### src/inc/pkrs_cfg.svh
// constants for the power key and reset sequencer
`ifndef PKRS_CFG_SVH
`define PKRS_CFG_SVH
`define PKRS_CLK_HZ 10000000
`define PKRS_ON_HOLD_MS 1200
`define PKRS_OFF_HOLD_MS 1500
`define PKRS_RST_HOLD_MS 100
`define PKRS_LOGOUT_MS 2000
`define PKRS_MS_CYC (`PKRS_CLK_HZ / 1000)
`define PKRS_ON_CYC (`PKRS_ON_HOLD_MS * `PKRS_MS_CYC + 1)
`define PKRS_OFF_CYC (`PKRS_OFF_HOLD_MS * `PKRS_MS_CYC + 1)
`define PKRS_RST_CYC (`PKRS_RST_HOLD_MS * `PKRS_MS_CYC + 1)
`define PKRS_LOGOUT_CYC (`PKRS_LOGOUT_MS * `PKRS_MS_CYC)
`define PKRS_CNT_W 32
`define PKRS_MV_W 13
`define PKRS_START_MV 13'h0C1C
`define PKRS_OFF_MV_RST 13'h0C1C
`endif

### src/inc/pkrs_pkg.sv
// types for the power key and reset sequencer
package pkrs_pkg;
	typedef enum logic [2:0] {
		PKRS_OFF = 3'h0,
		PKRS_CHECK = 3'h1,
		PKRS_RUN = 3'h2,
		PKRS_LOGOUT = 3'h3,
		PKRS_HWOFF = 3'h4
	} pkrs_state_t;
	typedef struct packed {
		logic on;
		logic busy;
		logic hw_off;
	} pkrs_status_t;
endpackage

### src/core/pkrs_hold_timer.sv
// low level hold timer with one-shot expiry
`timescale 1ns/1ps
`include "pkrs_cfg.svh"
module pkrs_hold_timer
(
	// clock and reset
	input wire logic i_mclk,
	input wire logic i_rst_n,
	input wire logic i_ce,
	// level and limit
	input wire logic i_low,
	input wire logic [`PKRS_CNT_W-1:0] i_limit,
	// expiry pulse, once per low level
	output logic o_fire
);
	logic [`PKRS_CNT_W-1:0] cnt_q;
	logic done_q;
	logic fire_q;
	wire reach = (cnt_q == i_limit - `PKRS_CNT_W'(1));
	wire hit = i_low && !done_q && reach;
	assign o_fire = fire_q;
	always_ff @(posedge i_mclk or negedge i_rst_n)
	begin
		if (!i_rst_n)
		begin
			cnt_q <= '0;
			done_q <= 1'b0;
			fire_q <= 1'b0;
		end
		else if (i_ce)
		begin
			cnt_q <= (i_low && !done_q && !reach) ? cnt_q + 1'b1 : '0;
			done_q <= i_low && (done_q || hit);
			fire_q <= hit;
		end
	end
endmodule

### src/core/pkrs_sequencer.sv
// power key and hard reset sequencing state machine
`timescale 1ns/1ps
`include "pkrs_cfg.svh"
module pkrs_sequencer
#(
	parameter int ON_CYC = `PKRS_ON_CYC,
	parameter int OFF_CYC = `PKRS_OFF_CYC,
	parameter int RST_CYC = `PKRS_RST_CYC,
	parameter int LOGOUT_CYC = `PKRS_LOGOUT_CYC
)
(
	// clock, reset, enable
	input wire logic i_mclk,
	input wire logic i_rst_n,
	input wire logic i_ce,
	// control pins
	input wire logic i_power_key_n,
	input wire logic i_hw_reset_n,
	// battery monitor and commands
	input wire logic [`PKRS_MV_W-1:0] i_battery_mv,
	input wire logic i_power_down_command,
	input wire logic i_battery_threshold_command,
	input wire logic [`PKRS_MV_W-1:0] i_battery_threshold_mv,
	// status
	output logic o_io_rail_out,
	output pkrs_pkg::pkrs_status_t o_status
);
	pkrs_pkg::pkrs_state_t state_q;
	pkrs_pkg::pkrs_state_t state_d;
	logic [`PKRS_MV_W-1:0] off_mv_q;
	logic [`PKRS_CNT_W-1:0] lg_q;
	logic rail_q;
	pkrs_pkg::pkrs_status_t st_q;
	logic key_low;
	logic rst_low;
	logic on_fire;
	logic off_fire;
	logic rst_fire;
	logic key_fire;
	logic bat_ok;
	logic bat_low;
	logic lg_done;
	logic in_off;
	logic in_run;

	assign key_low = !i_power_key_n;
	assign rst_low = !i_hw_reset_n;
	assign in_off = (state_q == pkrs_pkg::PKRS_OFF);
	assign in_run = (state_q == pkrs_pkg::PKRS_RUN);
	assign bat_ok = (i_battery_mv > `PKRS_START_MV);
	assign bat_low = (i_battery_mv < off_mv_q);
	assign lg_done = (lg_q == `PKRS_CNT_W'(LOGOUT_CYC - 1));
	assign on_fire = key_fire && in_off;
	assign off_fire = key_fire && in_run;

	// one timer serves the key; threshold depends on running state
	pkrs_hold_timer u_key
	(
		.i_mclk(i_mclk),
		.i_rst_n(i_rst_n),
		.i_ce(i_ce),
		.i_low(key_low),
		.i_limit(in_run ? `PKRS_CNT_W'(OFF_CYC) : `PKRS_CNT_W'(ON_CYC)),
		.o_fire(key_fire)
	);

	pkrs_hold_timer u_rst
	(
		.i_mclk(i_mclk),
		.i_rst_n(i_rst_n),
		.i_ce(i_ce),
		.i_low(rst_low),
		.i_limit(`PKRS_CNT_W'(RST_CYC)),
		.o_fire(rst_fire)
	);

	always_comb
	begin
		state_d = state_q;
		case (state_q)
			pkrs_pkg::PKRS_OFF:
				if (on_fire)
					state_d = pkrs_pkg::PKRS_CHECK;
			pkrs_pkg::PKRS_CHECK:
				state_d = bat_ok ? pkrs_pkg::PKRS_RUN
					: pkrs_pkg::PKRS_LOGOUT;
			pkrs_pkg::PKRS_RUN:
				if (off_fire || i_power_down_command || bat_low)
					state_d = pkrs_pkg::PKRS_LOGOUT;
			pkrs_pkg::PKRS_LOGOUT:
				if (lg_done)
					state_d = key_low ? pkrs_pkg::PKRS_CHECK
						: pkrs_pkg::PKRS_OFF;
			pkrs_pkg::PKRS_HWOFF:
				state_d = pkrs_pkg::PKRS_HWOFF;
			default:
				state_d = pkrs_pkg::PKRS_OFF;
		endcase
		if (rst_fire)
			state_d = pkrs_pkg::PKRS_HWOFF;
	end

	always_ff @(posedge i_mclk or negedge i_rst_n)
	begin
		if (!i_rst_n)
		begin
			state_q <= pkrs_pkg::PKRS_OFF;
			off_mv_q <= `PKRS_OFF_MV_RST;
			lg_q <= '0;
			rail_q <= 1'b0;
			st_q <= '0;
		end
		else if (i_ce)
		begin
			state_q <= state_d;
			if (i_battery_threshold_command)
				off_mv_q <= i_battery_threshold_mv;
			lg_q <= (state_q == pkrs_pkg::PKRS_LOGOUT && !lg_done)
				? lg_q + 1'b1 : '0;
			rail_q <= (state_d == pkrs_pkg::PKRS_RUN) ||
				(state_d == pkrs_pkg::PKRS_LOGOUT);
			st_q.on <= (state_d == pkrs_pkg::PKRS_RUN);
			st_q.busy <= (state_d == pkrs_pkg::PKRS_CHECK) ||
				(state_d == pkrs_pkg::PKRS_LOGOUT);
			st_q.hw_off <= (state_d == pkrs_pkg::PKRS_HWOFF);
		end
	end

	assign o_io_rail_out = rail_q;
	assign o_status = st_q;
endmodule

### config.mk
export PLATFORM = sky130hd
export DESIGN_NAME = pkrs_sequencer
export DESIGN_NICKNAME = d
export VERILOG_FILES = /design/src/inc/pkrs_pkg.sv /design/src/core/pkrs_hold_timer.sv /design/src/core/pkrs_sequencer.sv
export VERILOG_INCLUDE_DIRS = /design/src /design/src/inc
export SDC_FILE = /design/constraint.sdc
export NUM_CORES = 1
export LEC_CHECK = 0
export ABC_AREA = 1
export BUFFER_PORTS_ARGS = -buffer_cell sky130_fd_sc_hd__buf_2
export CAP_MARGIN = 10
export CORE_MARGIN = 2
export CORE_UTILIZATION = 40
export CTS_BUF_LIST = sky130_fd_sc_hd__clkbuf_8 sky130_fd_sc_hd__clkbuf_16
export DETAILED_ROUTE_END_ITERATION = 16
export PLACE_DENSITY = 0.52
export RECOVER_POWER = 100
export SETUP_SLACK_MARGIN = 0.4
export SLEW_MARGIN = 5
export SYNTH_ARGS = -nofsm -noshare
export SYNTH_HDL_FRONTEND = slang
export SYNTH_HIERARCHICAL = 1
export SYNTH_SLANG_ARGS = --single-unit
export TNS_END_PERCENT = 100
### constraint.sdc
create_clock -name i_mclk -period 5.85 [get_ports i_mclk]
set_input_delay 1.17 -clock i_mclk [delete_from_list [all_inputs] [get_ports i_mclk]]
set_output_delay 1.17 -clock i_mclk [all_outputs]
set_load 0.01 [all_outputs]
Yosys cells after proc, flatten, opt, wreduce, memory -nomap -nowiden
Index checks and enable logic that the tools add are counted.

Register bits: 120. Bits of input ports: 33. Word-level logic and storage cells: 67. Output and inout port bits: 4.

Eq/ne operators: 11. Magnitude comparators: 2. Mux-type cells: 11. Add/sub/neg operators: 4. Reduce and logical (&&, ||, !) cells: 26.

Operators by type and width (number): adder 32 x 1 -> 32 bit, second input constant (3); 2-to-1 mux 32 bit (3); == test 32 x 20 -> 1 bit, second input constant (1); == test 32 x 25 -> 1 bit, second input constant (1); == test 32 bit (1); subtractor 24 x 1 -> 25 bit, second input constant (1); 2-to-1 mux 23 bit (1); case mux 3 bit (5 select lines) (1); > comparator 13 x 12 -> 1 bit, second input constant (1); < comparator 13 bit (1); == test 3 x 2 -> 1 bit, second input constant (4); 2-to-1 mux 3 bit (4); logical AND 1 bit (11); logical NOT 1 bit (7); == test 3 x 1 -> 1 bit, second input constant (2); == test 3 bit, second input constant (2); logical OR 1 bit (6); logical NOT 3 bit (1); 2-to-1 mux 1 bit (2); AND reduction 2 bit (1).

Longest topological paths before layout
Depth in word-level cells: 9. Mapped depth: 18. Gate-level depth less buffers: 17.

Modules after synthesis
Netlist, hierarchy kept.

Modules (own cells, without submodules): pkrs_hold_timer (cells each 610, instances 2, area an instance 3782.4 um^2, seq. area each 850.8 um^2); pkrs_sequencer (cells each 465, instances 1, area an instance 3299.4 um^2, seq. area each 1307.5 um^2).

Worst setup path before layout
OpenSTA, ideal clock, no wires.

Path type: reg2reg. Start point: register state_q[0]. End point: register u_key.cnt_q[10]. Path slack: 1.704 ns. Clock period less this slack: 4.146 ns. Arrival: 4.005 ns. Path buffers: 1. Required time: 5.708 ns. Setup time: 0.142 ns. Cell stages (with the launch flop): 14. Path through: dfrtp_1 nor3_1 inv_1 xnor2_1 inv_1 nand2_1 nand2_1 a21oi_1 nand2_1 nor2_1 nand3_2 nand2_4 buf_12 a21oi_2.

Cells in the longest elaborated chain, start to end: 7.

Ends and longest elaborated chain: from (decl) (line pkrs_sequencer.sv:28) `pkrs_pkg::pkrs_state_t state_q;`; from (signal assigned) (line pkrs_sequencer.sv:107) `state_q <= pkrs_pkg::PKRS_OFF;`; from (signal assigned) (line pkrs_sequencer.sv:115) `state_q <= state_d;`; == test 3 x 2 -> 1 bit (line pkrs_sequencer.sv:49) `assign in_run = (state_q == pkrs_pkg::PKRS_RUN);`; via in_run (line pkrs_sequencer.sv:44) `logic in_run;`; 2-to-1 mux 23 bit (line pkrs_sequencer.sv:63) `` .i_limit(in_run ? `PKRS_CNT_W'(OFF_CYC) : `PKRS_CNT_W'(ON_CYC)), ``; subtractor 24 x 1 -> 25 bit (line pkrs_hold_timer.sv:19) `` wire reach = (cnt_q == i_limit - `PKRS_CNT_W'(1)); ``; == test 32 bit (line pkrs_hold_timer.sv:19); logical NOT 1 bit (line pkrs_hold_timer.sv:32) `cnt_q <= (i_low && !done_q && !reach) ? cnt_q + 1'b1 : '0;`; logical AND 1 bit (line pkrs_hold_timer.sv:32); 2-to-1 mux 32 bit (line pkrs_hold_timer.sv:32); to (signal assigned) (line pkrs_hold_timer.sv:32); to (decl) (line pkrs_hold_timer.sv:16) `` logic [`PKRS_CNT_W-1:0] cnt_q; ``.

The timed path passes the listed nets, and every way through them passes these cells. A chain may end at the register's enable or synchronous reset.

Worst setup path in the final report
Start point: register state_q[0]. End point: register u_key.cnt_q[14].

Same word-level chain as after synthesis.

==> results.json <==
{
  "drive_gt1_share_pct": 9.04,
  "endpoint": "u_key/cnt_q[14]",
  "fin_nets": 1929,
  "clock_sinks": 120,
  "ys.warnings.count": 6,
  "irDropWorstVdd_mv": 0.195,
  "yosys_most_used_dff": "dfrtp_1",
  "p_int_w": 0.00175,
  "final-setup-viol-count": 0,
  "row_count": 60,
  "reg2regPathDepth": 12,
  "grt_pass1_vias": 9725,
  "synthTopCellsByArea": "dfrtp_1 (26%), nand2_1 (16%), inv_1 (9.4%)",
  "cap_violations": 0,
  "ant_nets": 0,
  "drtIter0Drc": 558,
  "power_frac_clock_pct": 42.2,
  "synth_top_area_share_pct": 26.5,
  "power_frac_comb_pct": 23.2,
  "synth_cell_types": 44,
  "hpwl_um": 21000,
  "cp_max_fo": 30,
  "switching_share_pct": 31.9,
  "drv_slew": 0,
  "criticalPathCategory": "register to register",
  "slew_headroom_pct": 8.84,
  "r2r_start": "state_q[0]",
  "synth_top_cell_by_area": "dfrtp_1",
  "dieArea_sq_mm": 0.0285,
  "area_growth_pct": 12.8,
  "power.density_mw_per_mm2": 210,
  "critPathMaxStageDelay_ns": 0.97,
  "htreeDepth": 4,
  "cts_buffers": 17,
  "num_vias": 10102,
  "vias_per_cell": 4.52,
  "final_area_sq_mm": 0.0123,
  "die_h_um": 169,
  "crit_chain": "nor3_1, inv_1, xnor2_1, inv_1, nand2_1, nand2_1, a21oi_1, nand2_1, nor2_1, nand3_1, nand2_1, a21oi_1",
  "critical_path.top_delay_family": "simple AND/OR/NAND/NOR gates",
  "crit_start": "state_q[0]",
  "yosysMostFrequentCell": "nand2_1",
  "grt_pass1_wl_um": 47100,
  "fmax_mhz": 275,
  "critPathArrivalTime_ns": 3.86,
  "synthArstFlopShare_pct": 100,
  "power.leakage_nw": 6.29,
  "cts_setup_buffers": 0,
  "drtPass1Iterations": 5,
  "rsz0062_at_grt": "false",
  "clkTransAtPathRegs_ns": 0.06,
  "hold_violations": 0,
  "synth_area_per_cell_sq_um": 6.45,
  "crit_top_cell": "nand2_1",
  "cts_root_buf": "clkbuf_16",
  "core_sq_mm": 0.0268,
  "clockBufferDepth": 2,
  "hold_path.class": "register to register",
  "wire_per_inst_um": 11.9,
  "crit_path_end_kind": "register",
  "portBuffers": 36,
  "cts_hold_buf": 0,
  "crit_required_ns": 6.07,
  "overflow": 0,
  "outcome": "completed",
  "clock_latency_ns": 0.42,
  "drt-total-wl_um": 26600,
  "r2r_end": "u_key/cnt_q[14]",
  "grt_max_degree": 74,
  "ys_top_cells_by_count": "nand2_1 (466), inv_1 (272), nor2_1 (236)",
  "ys_seq_elements": 120,
  "cpMaxStageDelayCell": "nand2_1",
  "cp-start-kind": "register",
  "die_w_um": 169,
  "cp_num_cells": 12,
  "clock_skew_ns": 0.00826,
  "drc": 0,
  "path_buf_inv": 2,
  "worst-r2r-setup-slack_ns": 2.21,
  "p_sw_w": 0.000823,
  "worst_slack_ns": 2.21,
  "pre_cts_ws_ns": 2.23,
  "start_util_pct": 40.5,
  "grt_antenna_before_repair": 1,
  "syn_area_sq_mm": 0.0109,
  "min_period_ns": 3.64,
  "globalplace.congestion": 0.857,
  "grtUsageTotal_pct": 20.2,
  "ys_seq_area_share_pct": 27.7,
  "cts_resized": 0,
  "io_pins": 37,
  "tightest_slew_ns": 1.36,
  "synth_edf_count": 0,
  "sequentialPowerShare_pct": 34.6,
  "tns_ns": 0,
  "cts_tree": "built",
  "synthCells": 1685,
  "period_share_pct": 62.2,
  "nFillCells": 2900,
  "placed_area_sq_mm": 0.0119
}
==> cells by family after synthesis <==
| group | after synthesis | share of synthesized area (%) |
|---|---|---|
| adders and majority gates | 17 | 1.96 |
| DFF | 120 | 27.7 |
| xor gates and xnor gates | 95 | 7.66 |
| AOI/OAI and AO/OA | 142 | 8.97 |
| muxes | 1 | 0.104 |
| and+or+nand+nor | 999 | 41.6 |
| buffers and inverters | 309 | 12.0 |
| other | 2 | 0.0691 |
==> power by group through the flow <==
stage	Combinational, W	Sequential [W]	Clock (W)
final	0.000598	0.000892	0.00109
after global routing	0.000701	0.000897	0.00116
after CTS	0.000603	0.000893	0.00112
after detailed placement	0.000600	0.000907	0
after global placement	0.000596	0.000907	0
after floorplan	0.000464	0.000905	0
==> layout make-up <==
cell class	count	area, sq um	area share [%]
Antenna cell	1	2.50	0.0204
Clock buffer	20	467	3.81
Clock inverter	12	150	1.22
Inverter	285	1070	8.76
Multi-Input combinational cell	1416	6930	56.5
Sequential cell	120	3010	24.6
Tap cell	341	427	3.48
Timing Repair Buffer	39	203	1.65
==> metrics by stage <==
stage          total power [W]  std cells  hold slack [ns]  utilization (%)
4_1_cts                0.00261       2233            0.484             46.6
5_1_grt                0.00276       2233            0.505             45.7
6_report               0.00258       2234            0.477             45.7
3_5_place_dp           0.00151       2201            0.469             44.3
2_1_floorplan          0.00137       1845            0.454                -
3_3_place_gp           0.00150       2201            0.461             44.3
==> cells in the final DEF, fill, tap and decap left out, types with 5 or more instances in the layout <==
cell type   synthesis  final
nand2_1           466    470
inv_1             272    274
nor2_1            236    246
conb_1              2    162
dfrtp_1           115    115
nand3_1           101    104
xor2_1             70     70
a21oi_1            31     67
nand4_1            57     57
nor3_1             38     39
o21ai_0            30     31
buf_2               4     30
xnor2_1            25     25
a21oi_2            61     25
nor2_2             31     22
ha_1               17     17
clkbuf_16           0     17
nor2_4             17     16
nand3b_1           14     14
nand2_2            15     13
inv_2              10      9
o21ai_1             6      6
o21bai_1            5      5
clkinvlp_4          0      5
buf_4               2      5
dfstp_2             5      5
nand3_2             8      5
==> worst min path at each step <==
stage                  start       endpoint  slack, ns  cells past startpoint
6_report         off_mv_q[2]    off_mv_q[2]       0.48                      2
5_1_grt          o_status[1]    o_status[1]       0.51                      2
4_1_cts          off_mv_q[2]    off_mv_q[2]       0.48                      2
3_5_place_dp   o_io_rail_out  o_io_rail_out       0.47                      2
3_3_place_gp   o_io_rail_out  o_io_rail_out       0.46                      2
2_1_floorplan   off_mv_q[10]   off_mv_q[10]       0.45                      2
==> tightest hold or removal path: stages, from the launching register on <==
cell and delay (ns):
dfstp_2 0.36, inv_1 0.06, a21oi_1 0.06
==> layer usage <==
metal / GRT usage, % / wire, um
met5: 0 / 0
met4: 4.95 / 265
met3: 3.30 / 980
met2: 30.8 / 11300
met1: 29.8 / 14100
==> state kept, by name, indices dropped and copies added, names as in the netlist <==
name           count
u_rst/o_fire       1
o_io_rail_out      1
u_rst/done_q       1
u_key/cnt_q       32
u_key/done_q       1
lg_q              32
state_q            3
off_mv_q          13
o_status           3
u_rst/cnt_q       32
u_key/o_fire       1
(Power assumes the default switching activity.)
